$ cat config.mk
export PLATFORM = sky130hd
export DESIGN_NAME = lightbar_config
export DESIGN_NICKNAME = d
export VERILOG_FILES = /design/src/lightbar_notes_placeholder_removed.sv /design/src/lightbar_cfg_pkg.sv /design/src/lightbar_ctl_if.sv /design/src/step_button_filter.sv /design/src/isect_unit.sv /design/src/lightbar_config.sv
export SDC_FILE = /design/constraint.sdc
export NUM_CORES = 1
export LEC_CHECK = 0
export BUFFER_PORTS_ARGS = -buffer_cell sky130_fd_sc_hd__clkbuf_2
export CAP_MARGIN = 25
export CORE_MARGIN = 1
export CORE_UTILIZATION = 46
export CTS_CLUSTER_SIZE = 30
export DETAILED_ROUTE_END_ITERATION = 8
export MAX_ROUTING_LAYER = met4
export PLACE_DENSITY = 0.77
export SYNTH_ARGS = -nofsm -noshare
export SYNTH_HDL_FRONTEND = slang
export SYNTH_HIERARCHICAL = 1
export SYNTH_SLANG_ARGS = --single-unit
$ cat constraint.sdc
create_clock -name pclk -period 3.35 [get_ports pclk]
set_input_delay 0.5025 -clock pclk [delete_from_list [all_inputs] [get_ports pclk]]
set_output_delay 0.5025 -clock pclk [all_outputs]
set_load 0.005 [all_outputs]
$ cat src/lightbar_notes_placeholder_removed.sv
// Spare compile unit, holds nothing

$ cat src/lightbar_cfg_pkg.sv
// Shared constants and types for the light-bar configuration block
package lightbar_cfg_pkg;
  // Switch positions in the bank, bit set means switch down (ON)
  localparam int NUM_SW         = 8;
  localparam int SW_CUT_POL     = 0;
  localparam int SW_KEEP_UP     = 1;
  localparam int SW_LEAD_MAP    = 2;
  localparam int SW_DIRECTOR    = 3;
  localparam int SW_STEP_DIR    = 4;
  localparam int SW_PROG        = 5;
  localparam int SW_ISECT_TAP   = 6;
  localparam int SW_ISECT_TIMED = 7;

  // Pattern slots
  localparam int          NUM_SLOTS  = 4;
  localparam logic [1:0]  SLOT_M1    = 2'h0;
  localparam logic [1:0]  SLOT_M2    = 2'h1;
  localparam logic [1:0]  SLOT_M3    = 2'h2;
  localparam logic [1:0]  SLOT_ISECT = 2'h3;

  // Active mode codes
  localparam logic [1:0] MODE_NONE = 2'h0;
  localparam logic [1:0] MODE_1    = 2'h1;
  localparam logic [1:0] MODE_2    = 2'h2;
  localparam logic [1:0] MODE_3    = 2'h3;

  // Register map, byte addresses
  localparam int          ADDR_W      = 12;
  localparam logic [11:0] ADDR_CTRL   = 12'h000;
  localparam logic [11:0] ADDR_STATUS = 12'h004;
  localparam logic [11:0] ADDR_PAT0   = 12'h010;
  localparam logic [11:0] ADDR_PAT3   = 12'h01C;
  localparam int          CTRL_LOCK   = 0;
  localparam int          CTRL_STEP   = 1;
  localparam int          ST_PROGBIT  = 8;
  localparam int          ST_MODE_LO  = 9;
  localparam int          ST_BLANK    = 11;
  localparam int          ST_ISECT    = 12;
  localparam int          ST_READY    = 13;

  // Timing, figures in their own units
  localparam longint CLK_HZ        = 200_000_000;
  localparam longint ISECT_TIME_S  = 8;
  localparam longint BLANK_TIME_MS = 100;
  localparam longint DEBOUNCE_MS   = 10;
  localparam longint ISECT_CYC     = ISECT_TIME_S * CLK_HZ;
  localparam longint BLANK_CYC     = BLANK_TIME_MS * CLK_HZ / 1000;
  localparam longint DEBOUNCE_CYC  = DEBOUNCE_MS * CLK_HZ / 1000;

  typedef enum logic [2:0] {
    ISECT_HOLD  = 3'b001,
    ISECT_TAP   = 3'b010,
    ISECT_TIMED = 3'b100
  } isect_mode_e;

  typedef enum logic [2:0] {
    ST_CAPTURE = 3'b001,
    ST_RUN     = 3'b010,
    ST_PROGRAM = 3'b100
  } run_state_e;
endpackage : lightbar_cfg_pkg

$ cat src/lightbar_ctl_if.sv
// Internal carrier between the top and its helper units
interface lightbar_ctl_if;
  logic                         press;
  logic                         isect_req;
  lightbar_cfg_pkg::isect_mode_e isect_sel;
  logic                         isect_active;

  modport debouncer (output press);
  modport isect (input isect_req, input isect_sel, output isect_active);
  modport top (input press, input isect_active, output isect_req, output isect_sel);
endinterface : lightbar_ctl_if

$ cat src/step_button_filter.sv
// Debounce of the pattern-step button with a one-cycle press pulse
module step_button_filter #(
  parameter int unsigned DEB_CYC = 32'(lightbar_cfg_pkg::DEBOUNCE_CYC)
) (
  // Clock and reset
  input  wire logic pclk,
  input  wire logic presetn,
  // Raw button
  input  wire logic button,
  // Filtered press
  lightbar_ctl_if.debouncer ctl
);
  logic [31:0] cnt;
  logic [31:0] next_cnt;
  logic        stable;
  logic        next_stable;
  logic        pulse;
  logic        next_pulse;

  // Stable level only moves after the input has held for the full count
  always_comb begin
    next_cnt    = '0;
    next_stable = stable;
    next_pulse  = 1'b0;
    if (button != stable) begin
      next_cnt = cnt + 32'h1;
      if (cnt + 32'h1 >= DEB_CYC) begin
        next_cnt    = '0;
        next_stable = button;
        next_pulse  = button;
      end
    end
  end

  always_ff @(posedge pclk or negedge presetn) begin
    if (!presetn) begin
      cnt    <= '0;
      stable <= 1'b0;
      pulse  <= 1'b0;
    end else begin
      cnt    <= next_cnt;
      stable <= next_stable;
      pulse  <= next_pulse;
    end
  end

  assign ctl.press = pulse;
endmodule : step_button_filter

$ cat src/isect_unit.sv
// Intersection activation: maintained, toggle or timed
module isect_unit #(
  parameter int unsigned ISECT_CYC = 32'(lightbar_cfg_pkg::ISECT_CYC)
) (
  // Clock and reset
  input  wire logic pclk,
  input  wire logic presetn,
  // Request and result
  lightbar_ctl_if.isect ctl
);
  logic        req_d;
  logic        active;
  logic [31:0] timer;
  logic        next_active;
  logic [31:0] next_timer;

  always_comb begin
    next_active = active;
    next_timer  = '0;
    case (ctl.isect_sel)
      lightbar_cfg_pkg::ISECT_HOLD: begin
        next_active = ctl.isect_req;
      end
      lightbar_cfg_pkg::ISECT_TAP: begin
        if (ctl.isect_req && !req_d) begin
          next_active = !active;
        end
      end
      lightbar_cfg_pkg::ISECT_TIMED: begin
        // Retrigger while running restarts the full period
        if (ctl.isect_req && !req_d) begin
          next_active = 1'b1;
          next_timer  = ISECT_CYC - 32'h1;
        end else if (timer != '0) begin
          next_timer = timer - 32'h1;
        end else begin
          next_active = 1'b0;
        end
      end
      default: begin
        next_active = 1'b0;
      end
    endcase
  end

  always_ff @(posedge pclk or negedge presetn) begin
    if (!presetn) begin
      req_d  <= 1'b0;
      active <= 1'b0;
      timer  <= '0;
    end else begin
      req_d  <= ctl.isect_req;
      active <= next_active;
      timer  <= next_timer;
    end
  end

  assign ctl.isect_active = active;
endmodule : isect_unit

$ cat src/lightbar_config.sv
// Configuration switch decode and flash-pattern programming for the light bar
// Function
// - Switch 1 up: high inputs cut front/rear heads; down: high inputs enable them.
// - Switch 3 up: lead A is intersection request, lead B is self-test.
// - Switch 3 down: lead A is left flood, lead B is right flood.
// - Switch 3 down disables intersection and self-test.
// - Flood outputs only act when the bar supports flood lighting.
// - Step press goes forward with switch 5 up, backward when down.
// - Pattern selection works only while switch 1 is off.
// - Each step blanks the bar briefly before the new pattern shows.
// - In program mode each press steps the active mode's pattern.
// - Switch 6 down at power-up gives program mode, else normal operation.
// - Mode 1 plus intersection high programs the intersection pattern.
// - Cruise light available while mode 1 or 2 is active.
// - Switch 4 down selects on-board directional controller, up external.
// - Switches 7/8 select maintained, toggle or 8-second timed intersection.
// - Mode 3 overrides mode 2, mode 2 overrides mode 1.
module lightbar_config #(
  parameter int          PAT_W     = 5,
  parameter logic [4:0]  NUM_PAT   = 5'h10,
  parameter int unsigned ISECT_CYC = 32'(lightbar_cfg_pkg::ISECT_CYC),
  parameter int unsigned BLANK_CYC = 32'(lightbar_cfg_pkg::BLANK_CYC),
  parameter int unsigned DEB_CYC   = 32'(lightbar_cfg_pkg::DEBOUNCE_CYC)
) (
  // Clock and reset
  input  wire logic                pclk,
  input  wire logic                presetn,
  // APB slave
  input  wire logic [11:0]         paddr,
  input  wire logic                psel,
  input  wire logic                penable,
  input  wire logic                pwrite,
  input  wire logic [31:0]         pwdata,
  output logic      [31:0]         prdata,
  output logic                     pready,
  output logic                     pslverr,
  // Installer side
  input  wire logic [7:0]          config_switch_bank,
  input  wire logic                pattern_step_button,
  input  wire logic                store_clear,
  // Control leads
  input  wire logic [2:0]          mode_in,
  input  wire logic                front_cut_in,
  input  wire logic                rear_cut_in,
  input  wire logic                shared_lead_a,
  input  wire logic                shared_lead_b,
  input  wire logic                bar_has_flood,
  // Light bar side
  output logic                     front_enable,
  output logic                     rear_enable,
  output logic [1:0]               active_mode,
  output logic [PAT_W-1:0]         active_pattern,
  output logic                     bar_blank,
  output logic                     intersection_on,
  output logic                     self_test_on,
  output logic                     area_flood_light_left,
  output logic                     area_flood_light_right,
  output logic                     cruise_avail,
  output logic                     internal_director,
  output logic                     program_mode
);
  lightbar_ctl_if ctl ();

  // Highest active mode wins
  function automatic logic [1:0] top_mode(input logic [2:0] m);
    if (m[2]) return lightbar_cfg_pkg::MODE_3;
    if (m[1]) return lightbar_cfg_pkg::MODE_2;
    if (m[0]) return lightbar_cfg_pkg::MODE_1;
    return lightbar_cfg_pkg::MODE_NONE;
  endfunction : top_mode

  // Wrapping step through the pattern list
  function automatic logic [PAT_W-1:0] step_pat(input logic [PAT_W-1:0] p, input logic back);
    logic [PAT_W-1:0] last;
    last = PAT_W'(NUM_PAT - 5'h1);
    if (back) return (p == '0) ? last : p - PAT_W'(1);
    return (p >= last) ? '0 : p + PAT_W'(1);
  endfunction : step_pat

  step_button_filter #(.DEB_CYC(DEB_CYC)) u_btn (
    .pclk    (pclk),
    .presetn (presetn),
    .button  (pattern_step_button),
    .ctl     (ctl.debouncer)
  );

  isect_unit #(.ISECT_CYC(ISECT_CYC)) u_isect (
    .pclk    (pclk),
    .presetn (presetn),
    .ctl     (ctl.isect)
  );

  // Strap capture and run state
  lightbar_cfg_pkg::run_state_e state;
  lightbar_cfg_pkg::run_state_e next_state;
  logic [7:0] sw;
  logic [7:0] next_sw;

  // Switches are taken once after power-up; later moves wait for the next cycle of power
  always_comb begin
    next_state = state;
    next_sw    = sw;
    case (state)
      lightbar_cfg_pkg::ST_CAPTURE: begin
        next_sw = config_switch_bank;
        if (config_switch_bank[lightbar_cfg_pkg::SW_PROG]) begin
          next_state = lightbar_cfg_pkg::ST_PROGRAM;
        end else begin
          next_state = lightbar_cfg_pkg::ST_RUN;
        end
      end
      lightbar_cfg_pkg::ST_RUN:     next_state = lightbar_cfg_pkg::ST_RUN;
      lightbar_cfg_pkg::ST_PROGRAM: next_state = lightbar_cfg_pkg::ST_PROGRAM;
      default:                      next_state = lightbar_cfg_pkg::ST_CAPTURE;
    endcase
  end

  always_ff @(posedge pclk or negedge presetn) begin
    if (!presetn) begin
      state <= lightbar_cfg_pkg::ST_CAPTURE;
      sw    <= '0;
    end else begin
      state <= next_state;
      sw    <= next_sw;
    end
  end

  // Decode of leads and switches
  logic       in_prog;
  logic       in_run;
  logic       lead_isect;
  logic [1:0] hi_mode;
  logic       any_mode;
  logic [1:0] slot;

  assign in_prog    = (state == lightbar_cfg_pkg::ST_PROGRAM);
  assign in_run     = (state == lightbar_cfg_pkg::ST_RUN);
  assign hi_mode    = top_mode(mode_in);
  assign any_mode   = (hi_mode != lightbar_cfg_pkg::MODE_NONE);
  assign lead_isect = shared_lead_a && !sw[lightbar_cfg_pkg::SW_LEAD_MAP];

  always_comb begin
    slot = hi_mode - 2'h1;
    if (in_prog && mode_in[0] && lead_isect) begin
      slot = lightbar_cfg_pkg::SLOT_ISECT;
    end else if (in_run && ctl.isect_active) begin
      slot = lightbar_cfg_pkg::SLOT_ISECT;
    end
  end

  assign ctl.isect_req = in_run && lead_isect && any_mode;
  assign ctl.isect_sel = sw[lightbar_cfg_pkg::SW_ISECT_TAP]   ? lightbar_cfg_pkg::ISECT_TAP :
                         sw[lightbar_cfg_pkg::SW_ISECT_TIMED] ? lightbar_cfg_pkg::ISECT_TIMED :
                         lightbar_cfg_pkg::ISECT_HOLD;

  // APB slave, zero wait states
  logic        lock;
  logic        next_lock;
  logic        soft_step;
  logic        next_soft_step;
  logic [31:0] next_prdata;
  logic        next_pready;
  logic        next_pslverr;
  logic        wr_en;
  logic        pat_hit;
  logic [1:0]  pat_idx;

  assign wr_en   = psel && penable && pwrite && pready;
  assign pat_hit = (paddr >= lightbar_cfg_pkg::ADDR_PAT0) && (paddr <= lightbar_cfg_pkg::ADDR_PAT3)
                   && (paddr[1:0] == 2'h0);
  assign pat_idx = paddr[3:2];

  logic [PAT_W-1:0] pat_mem [lightbar_cfg_pkg::NUM_SLOTS];

  always_comb begin
    next_lock      = lock;
    next_soft_step = 1'b0;
    next_prdata    = '0;
    next_pready    = 1'b0;
    next_pslverr   = 1'b0;
    if (psel && !penable) begin
      next_pready = 1'b1;
      if (paddr == lightbar_cfg_pkg::ADDR_CTRL) begin
        next_prdata[lightbar_cfg_pkg::CTRL_LOCK] = lock;
      end else if (paddr == lightbar_cfg_pkg::ADDR_STATUS) begin
        next_prdata[7:0] = sw;
        next_prdata[lightbar_cfg_pkg::ST_PROGBIT] = in_prog;
        next_prdata[lightbar_cfg_pkg::ST_MODE_LO +: 2] = active_mode;
        next_prdata[lightbar_cfg_pkg::ST_BLANK] = bar_blank;
        next_prdata[lightbar_cfg_pkg::ST_ISECT] = intersection_on;
        next_prdata[lightbar_cfg_pkg::ST_READY] = (state != lightbar_cfg_pkg::ST_CAPTURE);
      end else if (pat_hit) begin
        next_prdata[PAT_W-1:0] = pat_mem[pat_idx];
      end else begin
        next_pslverr = 1'b1;
      end
    end
    if (wr_en && paddr == lightbar_cfg_pkg::ADDR_CTRL) begin
      next_lock      = pwdata[lightbar_cfg_pkg::CTRL_LOCK];
      next_soft_step = pwdata[lightbar_cfg_pkg::CTRL_STEP];
    end
  end

  always_ff @(posedge pclk or negedge presetn) begin
    if (!presetn) begin
      lock      <= 1'b0;
      soft_step <= 1'b0;
      prdata    <= '0;
      pready    <= 1'b0;
      pslverr   <= 1'b0;
    end else begin
      lock      <= next_lock;
      soft_step <= next_soft_step;
      prdata    <= next_prdata;
      pready    <= next_pready;
      pslverr   <= next_pslverr;
    end
  end

  // Pattern stepping and blanking
  logic        step_go;
  logic [31:0] blank_cnt;
  logic [31:0] next_blank_cnt;

  assign step_go = (ctl.press || soft_step) && in_prog && !lock && any_mode
                   && !sw[lightbar_cfg_pkg::SW_CUT_POL];

  always_comb begin
    next_blank_cnt = (blank_cnt != '0) ? blank_cnt - 32'h1 : '0;
    if (step_go) begin
      next_blank_cnt = BLANK_CYC;
    end
  end

  always_ff @(posedge pclk or negedge presetn) begin
    if (!presetn) begin
      blank_cnt <= '0;
    end else begin
      blank_cnt <= next_blank_cnt;
    end
  end

  // No reset here: the store models non-volatile cells across power cycles
  always_ff @(posedge pclk) begin
    for (int i = 0; i < lightbar_cfg_pkg::NUM_SLOTS; i++) begin
      if (store_clear) begin
        pat_mem[i] <= '0;
      end else if (step_go && slot == 2'(i)) begin
        pat_mem[i] <= step_pat(pat_mem[i], sw[lightbar_cfg_pkg::SW_STEP_DIR]);
      end else if (wr_en && pat_hit && pat_idx == 2'(i)) begin
        pat_mem[i] <= pwdata[PAT_W-1:0];
      end
    end
  end

  // Registered outputs to the light bar
  logic             cut_hi;
  logic             ready;
  logic             flood_ok;
  logic             next_front;
  logic             next_rear;
  logic [1:0]       next_mode;
  logic [PAT_W-1:0] next_pat;
  logic             next_blank;
  logic             next_isect;
  logic             next_test;
  logic             next_fl;
  logic             next_fr;
  logic             next_cruise;
  logic             next_dir;
  logic             next_prog;

  assign ready    = (state != lightbar_cfg_pkg::ST_CAPTURE);
  assign cut_hi   = !sw[lightbar_cfg_pkg::SW_CUT_POL];
  assign flood_ok = ready && sw[lightbar_cfg_pkg::SW_LEAD_MAP] && bar_has_flood;

  always_comb begin
    next_front  = ready && (cut_hi ? !front_cut_in : front_cut_in);
    next_rear   = ready && (cut_hi ? !rear_cut_in : rear_cut_in);
    next_mode   = ready ? hi_mode : lightbar_cfg_pkg::MODE_NONE;
    next_pat    = (ready && any_mode) ? pat_mem[slot] : '0;
    next_blank  = (blank_cnt != '0) || step_go;
    next_isect  = in_run && ctl.isect_active;
    next_test   = in_run && shared_lead_b && !sw[lightbar_cfg_pkg::SW_LEAD_MAP];
    next_fl     = flood_ok && shared_lead_a;
    next_fr     = flood_ok && shared_lead_b;
    next_cruise = ready && (hi_mode == lightbar_cfg_pkg::MODE_1 || hi_mode == lightbar_cfg_pkg::MODE_2);
    next_dir    = ready && sw[lightbar_cfg_pkg::SW_DIRECTOR];
    next_prog   = in_prog;
  end

  always_ff @(posedge pclk or negedge presetn) begin
    if (!presetn) begin
      front_enable           <= 1'b0;
      rear_enable            <= 1'b0;
      active_mode            <= lightbar_cfg_pkg::MODE_NONE;
      active_pattern         <= '0;
      bar_blank              <= 1'b0;
      intersection_on        <= 1'b0;
      self_test_on           <= 1'b0;
      area_flood_light_left  <= 1'b0;
      area_flood_light_right <= 1'b0;
      cruise_avail           <= 1'b0;
      internal_director      <= 1'b0;
      program_mode           <= 1'b0;
    end else begin
      front_enable           <= next_front;
      rear_enable            <= next_rear;
      active_mode            <= next_mode;
      active_pattern         <= next_pat;
      bar_blank              <= next_blank;
      intersection_on        <= next_isect;
      self_test_on           <= next_test;
      area_flood_light_left  <= next_fl;
      area_flood_light_right <= next_fr;
      cruise_avail           <= next_cruise;
      internal_director      <= next_dir;
      program_mode           <= next_prog;
    end
  end
endmodule : lightbar_config

Yosys cells after proc, flatten, opt, wreduce, memory -nomap -nowiden
Memories as Yosys holds them, arrays and structs flattened.
Index checks and enable logic that the tools add are counted.
{ "classes": {"add_sub_neg": 12, "n_mul": 0, "n_div": 0, "magnitude_cmp": 7, "eq_ne": 19, "shift": 0, "muxes": 118, "n_bitwise": 8, "reduce_logical": 62} }
{ "op_table": {"columns": ["cell", "count"], "rows": [
  ["$mux 32", 7],
  ["$mux 5", 35],
  ["$reduce_bool 32->1", 2],
  ["$sub 32x1->32 const B", 2],
  ["$mux 1", 59],
  ["$logic_and 1x1->1", 38],
  ["$add 32x1->32 const B", 1],
  ["$ge 32x21->1 const B", 1],
  ["$add 5x1->5 const B", 4],
  ["$ge 5x4->1 const B", 4],
  ["$logic_not 5->1", 4],
  ["$sub 5x1->5 const B", 4],
  ["$mux 2", 9],
  ["$mux 14", 1],
  ["$mux 13", 1],
  ["$eq 12x3->1 const B", 1],
  ["$ge 12x5->1 const B", 1],
  ["$le 12x5->1 const B", 1],
  ["$logic_not 12->1", 1],
  ["$eq 2x2->1 const B", 5],
  ["$mux 3", 3],
  ["$mux 9", 1],
  ["$pmux 3 s3", 1],
  ["$logic_not 1->1", 8],
  ["other kinds (15)", 32]
]} }
{ "totals": {"regBits": 146, "latchBits": 0, "mem_bits_rw": 20, "romBits": 0, "in_bits": 67, "output_inout_bits": 51, "word_cells": 253, "mem_count": 1} }
{ "mem_list": {"columns": ["name", "words", "width", "read_ports", "rd_clocked_by_memory_dff", "wr", "line", "source"], "rows": [
  ["pat_mem", 4, 5, 6, 0, 4, "lightbar_config.sv:173", "logic [PAT_W-1:0] pat_mem [lightbar_cfg_pkg::NUM_SLOTS];"]
]} }

Longest topological paths before layout
{ "depth": {"ltp_word": 19, "depth_mapped": 10, "mapped_depth_nobuf": 9} }

Modules after synthesis
The synthesis kept the hierarchy.
{ "modules_own_cells": {"columns": ["module", "n_inst", "cells_each", "area_each_um2", "seq_area_each_um2"], "rows": [
  ["lightbar_config", 1, 562, 5529.1, 2553.7],
  ["step_button_filter", 1, 203, 1931.9, 850.8],
  ["isect_unit", 1, 197, 1870.5, 850.8]
]} }

Worst setup path before layout
Ideal clock, no wire load.
{ "synth_timing": {"path_type": "in2reg", "startpoint": "input mode_in[0]", "endpoint": "memory pat_mem[3][0], enable pin", "setup_ps": 374, "t_arrival_ps": 2729, "t_required_ps": 2976, "path_slack_ps": 247, "path_stages": 9, "n_path_buf": 1, "cell_sequence": "nor2b_1 -> nor2_1 -> ha_1 -> or3_1 -> nor3_1 -> o31a_1 -> clkbuf_1 -> nor2_1 -> o21ai_0"} }
{ "synth_lines": {"columns": ["item", "line", "source"], "rows": [
  ["start: declaration", "lightbar_config.sv:42", "input wire logic [2:0] mode_in,"],
  ["end: declaration", "lightbar_config.sv:173", null]
]} }

Worst setup path after layout
{ "layout_timing": {"startpoint": "register u_btn.cnt[11]", "endpoint": "register u_btn.cnt[16]"} }
{ "layout_via": {"elab_chain_cells": 4} }
{ "layout_lines": {"columns": ["item", "line", "source"], "rows": [
  ["start: declaration", "step_button_filter.sv:13", "logic [31:0] cnt;"],
  ["start signal: assignment", "step_button_filter.sv:41", "cnt <= next_cnt;"],
  ["$add 32x1->32 *", "step_button_filter.sv:26, step_button_filter.sv:27", null],
  ["$ge 32x21->1", "step_button_filter.sv:27", "if (cnt + 32'h1 >= DEB_CYC) begin"],
  ["$mux 32 *", "step_button_filter.sv:27", null],
  ["$mux 32 *", "step_button_filter.sv:25", "if (button != stable) begin"],
  ["net u_btn.next_cnt[16]", "step_button_filter.sv:14", "logic [31:0] next_cnt;"]
]} }
Mark *: on every way through the listed nets, which the timed path passes. The rest lies on a longest branch.
A chain may end at the register's enable or synchronous reset.

==> impl_metrics.sql <==
INSERT INTO impl_metrics (metric_group, metric, value, unit) VALUES
('sta', 'finalClockSkew', '9.90', 'ps'),
('cells_and_area', 'area_growth', '13.0', '%'),
('synth', 'synth_warnings', '6', ''),
('routing', 'detail_route.vias_per_cell', '5.83', ''),
('worst_setup_path', 'cp.required', '3710', 'ps'),
('worst_setup_path', 'cp_common_cell', 'sky130_fd_sc_hd__nand4_1', ''),
('routing', 'route.final.wire_length', '21300', 'um'),
('worst_setup_path', 'criticalPathCategory', 'reg -> reg', ''),
('sta', 'finalCritPeriodShare', '87.9', '%'),
('sta', 'setup_repair_after_global_routing_missed_its_margin', 'false', ''),
('synth', 'synth_cell_types', '82', ''),
('placement', 'pre_cts_ws', '254', 'ps'),
('floorplan', 'start_util', '47.5', '%'),
('worst_setup_path', 'critPathArrivalTime', '3300', 'ps'),
('sta', 'slew_headroom', '50.7', '%'),
('routing', 'routed_antenna_nets', '0', ''),
('power', 'power.switching', '0.00293', 'W'),
('floorplan', 'die_area', '0.0209', 'sq mm'),
('sta', 'report.final.hold_viol_count', '0', ''),
('worst_setup_path', 'critPathBufInv', '0', ''),
('synth', 'synth_top_cells_by_area', 'sky130_fd_sc_hd__dfrtp_1 (39%), sky130_fd_sc_hd__edfxtp_1 (6.4%), sky130_fd_sc_hd__nor2_1 (5.1%), sky130_fd_sc_hd__xnor2_1 (3.9%), sky130_fd_sc_hd__xor2_1 (2.3%)', ''),
('sta', 'setup_total_negative_slack', '0', 'ps'),
('routing', 'post-route-drc-count', '0', ''),
('synth', 'synthesis.instances', '962', ''),
('sta', 'max_freq', '0.340', 'GHz'),
('power', 'seq_power_share', '36.2', '%'),
('worst_hold_path', 'worst_hold_path_type', 'in -> async', ''),
('power', 'cell_internal_pwr', '0.00468', 'W'),
('power', 'power_frac_comb', '38.1', '%'),
('global_routing', 'groute.usage.overall', '22.4', '%'),
('cells_and_area', 'number_of_nets_in_the_layout', '1120', ''),
('sta', 'min_period', '2940', 'ps'),
('power', 'total_leakage_power', '4.52', 'nW'),
('global_routing', 'grt_max_degree', '84', ''),
('power', 'switching_part_of_the_total', '38.5', '%'),
('cts', 'clock_latency', '440', 'ps'),
('synth', 'synth_area_per_cell', '9.70', 'sq um'),
('worst_setup_path', 'startpoint_type', 'register', ''),
('worst_setup_path', 'worst-path-stages', '7', ''),
('synth', 'synthesis.area', '0.00933', 'sq mm'),
('routing', 'detailedRoute.firstPassIterationCount', '5', ''),
('worst_setup_path', 'path_delay_family', 'simple AND/OR/NAND/NOR gates', ''),
('cts', 'clock_tree_from_tritoncts', 'done', ''),
('floorplan', 'core_area', '0.0197', 'sq mm'),
('floorplan', 'boundaryPins', '118', ''),
('routing', 'wire_per_inst', '16.2', 'um'),
('sta', 'report.final.slew_viol_count', '0', ''),
('synth', 'synth-async-reset-ratio', '88.0', '%'),
('cts', 'worst_case_clock_buffer_depth', '2', ''),
('run_status', 'outcome', 'finished, final reports clean', ''),
('worst_setup_path', 'cp_max_fo', '21', ''),
('flow_run', 'max_cap_viol_count', '0', ''),
('sta', 'finalWorstSetupSlack', '406', 'ps'),
('sta', 'tightestPinTransition', '731', 'ps'),
('cells_and_area', 'n_antenna_cell', '0', ''),
('synth', 'yosysMostFrequentCell', 'sky130_fd_sc_hd__dfrtp_1', ''),
('synth', 'synth.yosys.seq_area_share', '45.6', '%'),
('power', 'clockPowerShare', '25.7', '%'),
('floorplan', 'num_rows', '51', ''),
('cts', 'cts.sinks', '166', ''),
('power', 'power_per_cell_area', '722', 'mW/mm^2'),
('placement', 'port_buffers', '72', ''),
('cells_and_area', 'final.fill_count', '1757', ''),
('synth', 'synth_enable_flop_cells', '20', ''),
('worst_setup_path', 'reg2reg_setup_slack', '410', 'ps'),
('synth', 'dominantRegCellSynth', 'sky130_fd_sc_hd__dfrtp_1', ''),
('global_routing', 'grt_first_pass_wirelength', '35200', 'um'),
('floorplan', 'dieWidth', '144', 'um'),
('placement', 'gpl.final_weighted_congestion', '0.938', ''),
('routing', 'vias', '7665', ''),
('worst_setup_path', 'crit_slowest_cell', 'sky130_fd_sc_hd__or4_1', '');
[cell usage in the layout, fill, tap and decap left out, types with 6 or more instances in the layout]
master	n
sky130_fd_sc_hd__xnor2_1	42
sky130_fd_sc_hd__ha_1	16
sky130_fd_sc_hd__o31ai_1	23
sky130_fd_sc_hd__clkbuf_2	72
sky130_fd_sc_hd__nor2_1	128
sky130_fd_sc_hd__nor4_1	32
sky130_fd_sc_hd__buf_4	19
sky130_fd_sc_hd__nor3_1	41
sky130_fd_sc_hd__mux2_2	7
sky130_fd_sc_hd__a22oi_1	6
sky130_fd_sc_hd__and4_1	10
sky130_fd_sc_hd__edfxtp_1	20
sky130_fd_sc_hd__a22o_1	9
sky130_fd_sc_hd__and3_1	10
sky130_fd_sc_hd__o21ai_0	31
sky130_fd_sc_hd__or4_1	10
sky130_fd_sc_hd__nand4_1	24
sky130_fd_sc_hd__xor2_1	25
sky130_fd_sc_hd__or3_1	16
sky130_fd_sc_hd__nand3b_1	7
sky130_fd_sc_hd__a31oi_1	11
sky130_fd_sc_hd__inv_1	24
sky130_fd_sc_hd__clkbuf_16	17
sky130_fd_sc_hd__nand2_1	55
sky130_fd_sc_hd__nor2b_1	8
sky130_fd_sc_hd__nand2b_1	8
sky130_fd_sc_hd__and2_1	10
sky130_fd_sc_hd__conb_1	29
sky130_fd_sc_hd__a21o_1	6
sky130_fd_sc_hd__mux2i_1	14
sky130_fd_sc_hd__dfrtp_1	145
sky130_fd_sc_hd__a21oi_1	18
sky130_fd_sc_hd__nand3_1	38
[layout make-up]
| type | count | area share (%) |
|---|---|---|
| repair buffers | 93 | 5.07 |
| multi-input cells | 735 | 45.0 |
| clock buffers | 19 | 4.30 |
| well taps | 265 | 3.14 |
| clock inverters | 13 | 1.28 |
| flip-flops and latches | 166 | 40.4 |
| inverters | 24 | 0.854 |
[worst register-to-register path: stages (launching register included)]
cell and delay (ps):
sky130_fd_sc_hd__dfrtp_1 510, sky130_fd_sc_hd__nand4_1 260, sky130_fd_sc_hd__or4_1 650, sky130_fd_sc_hd__nor4_1 380
sky130_fd_sc_hd__mux2i_1 230, sky130_fd_sc_hd__nand4_1 150, sky130_fd_sc_hd__a211o_2 510, sky130_fd_sc_hd__a21oi_1 190
[routing by layer]
metal,vias up,routed length (um),GRT usage [%]
met5,-,0,-
met4,0,428,8.03
met3,46,1110,4.27
met2,258,10100,34.5
met1,3730,9640,29.3
li1,3631,-,-
[power groups by stage]
stage | Clock [W] | Combinational, W | Sequential [W]
floorplan | 0 | 0.00233 | 0.00266
global placement | 0 | 0.00279 | 0.00277
detailed placement | 0 | 0.00286 | 0.00278
CTS | 0.00199 | 0.00290 | 0.00275
global route | 0.00207 | 0.00324 | 0.00281
finish | 0.00195 | 0.00290 | 0.00276
[logic make-up (layout without fill, tap and decap cells)]
| kind of cell | Yosys count | after routing | share of synthesized area (%) |
|---|---|---|---|
| AOI/OAI and AO/OA | 151 | 151 | 11.5 |
| xor gates and xnor gates | 67 | 67 | 6.29 |
| adders and majority gates | 16 | 16 | 2.15 |
| buffers and inverters | 88 | 149 | 4.69 |
| DFF | 166 | 166 | 45.6 |
| muxes | 27 | 27 | 3.59 |
| other | 2 | 29 | 0.0805 |
| and+or+nand+nor | 445 | 445 | 26.1 |
[state kept, by name (all words and copies together), names as in the netlist, 2 cells and up]
name	flops
active_pattern	5
blank_cnt	32
active_mode	2
u_btn/cnt	32
sw	8
u_isect/timer	32
pat_mem	20
prdata	14
state	3
[worst paths after layout]
check	to	from
setup / recovery	u_btn/cnt[16]$_DFF_PN0_	u_btn/cnt[11]$_DFF_PN0_
hold / removal	u_btn/cnt[30]$_DFF_PN0_	presetn
setup reg to reg	u_btn/cnt[16]$_DFF_PN0_	u_btn/cnt[11]$_DFF_PN0_
hold reg to reg	prdata[9]$_DFF_PN0_	active_mode[0]$_DFF_PN0_
max in group asynchronous	state[0]$_DFF_PN1_	presetn
min in group pclk	sw[3]$_DFFE_PN0P_	config_switch_bank[3]
[through the flow]
stage               area [sq um]  instances  utilization [%]  total power (W)
floorplan                   9430        989                -          0.00499
global placement            9950       1282             50.6          0.00556
detailed placement          9950       1282             50.6          0.00564
CTS                        10500       1314             53.6          0.00764
global route               10500       1315             53.6          0.00812
finish                     10500       1315             53.6          0.00761
Power figures use the tool's default switching activity.
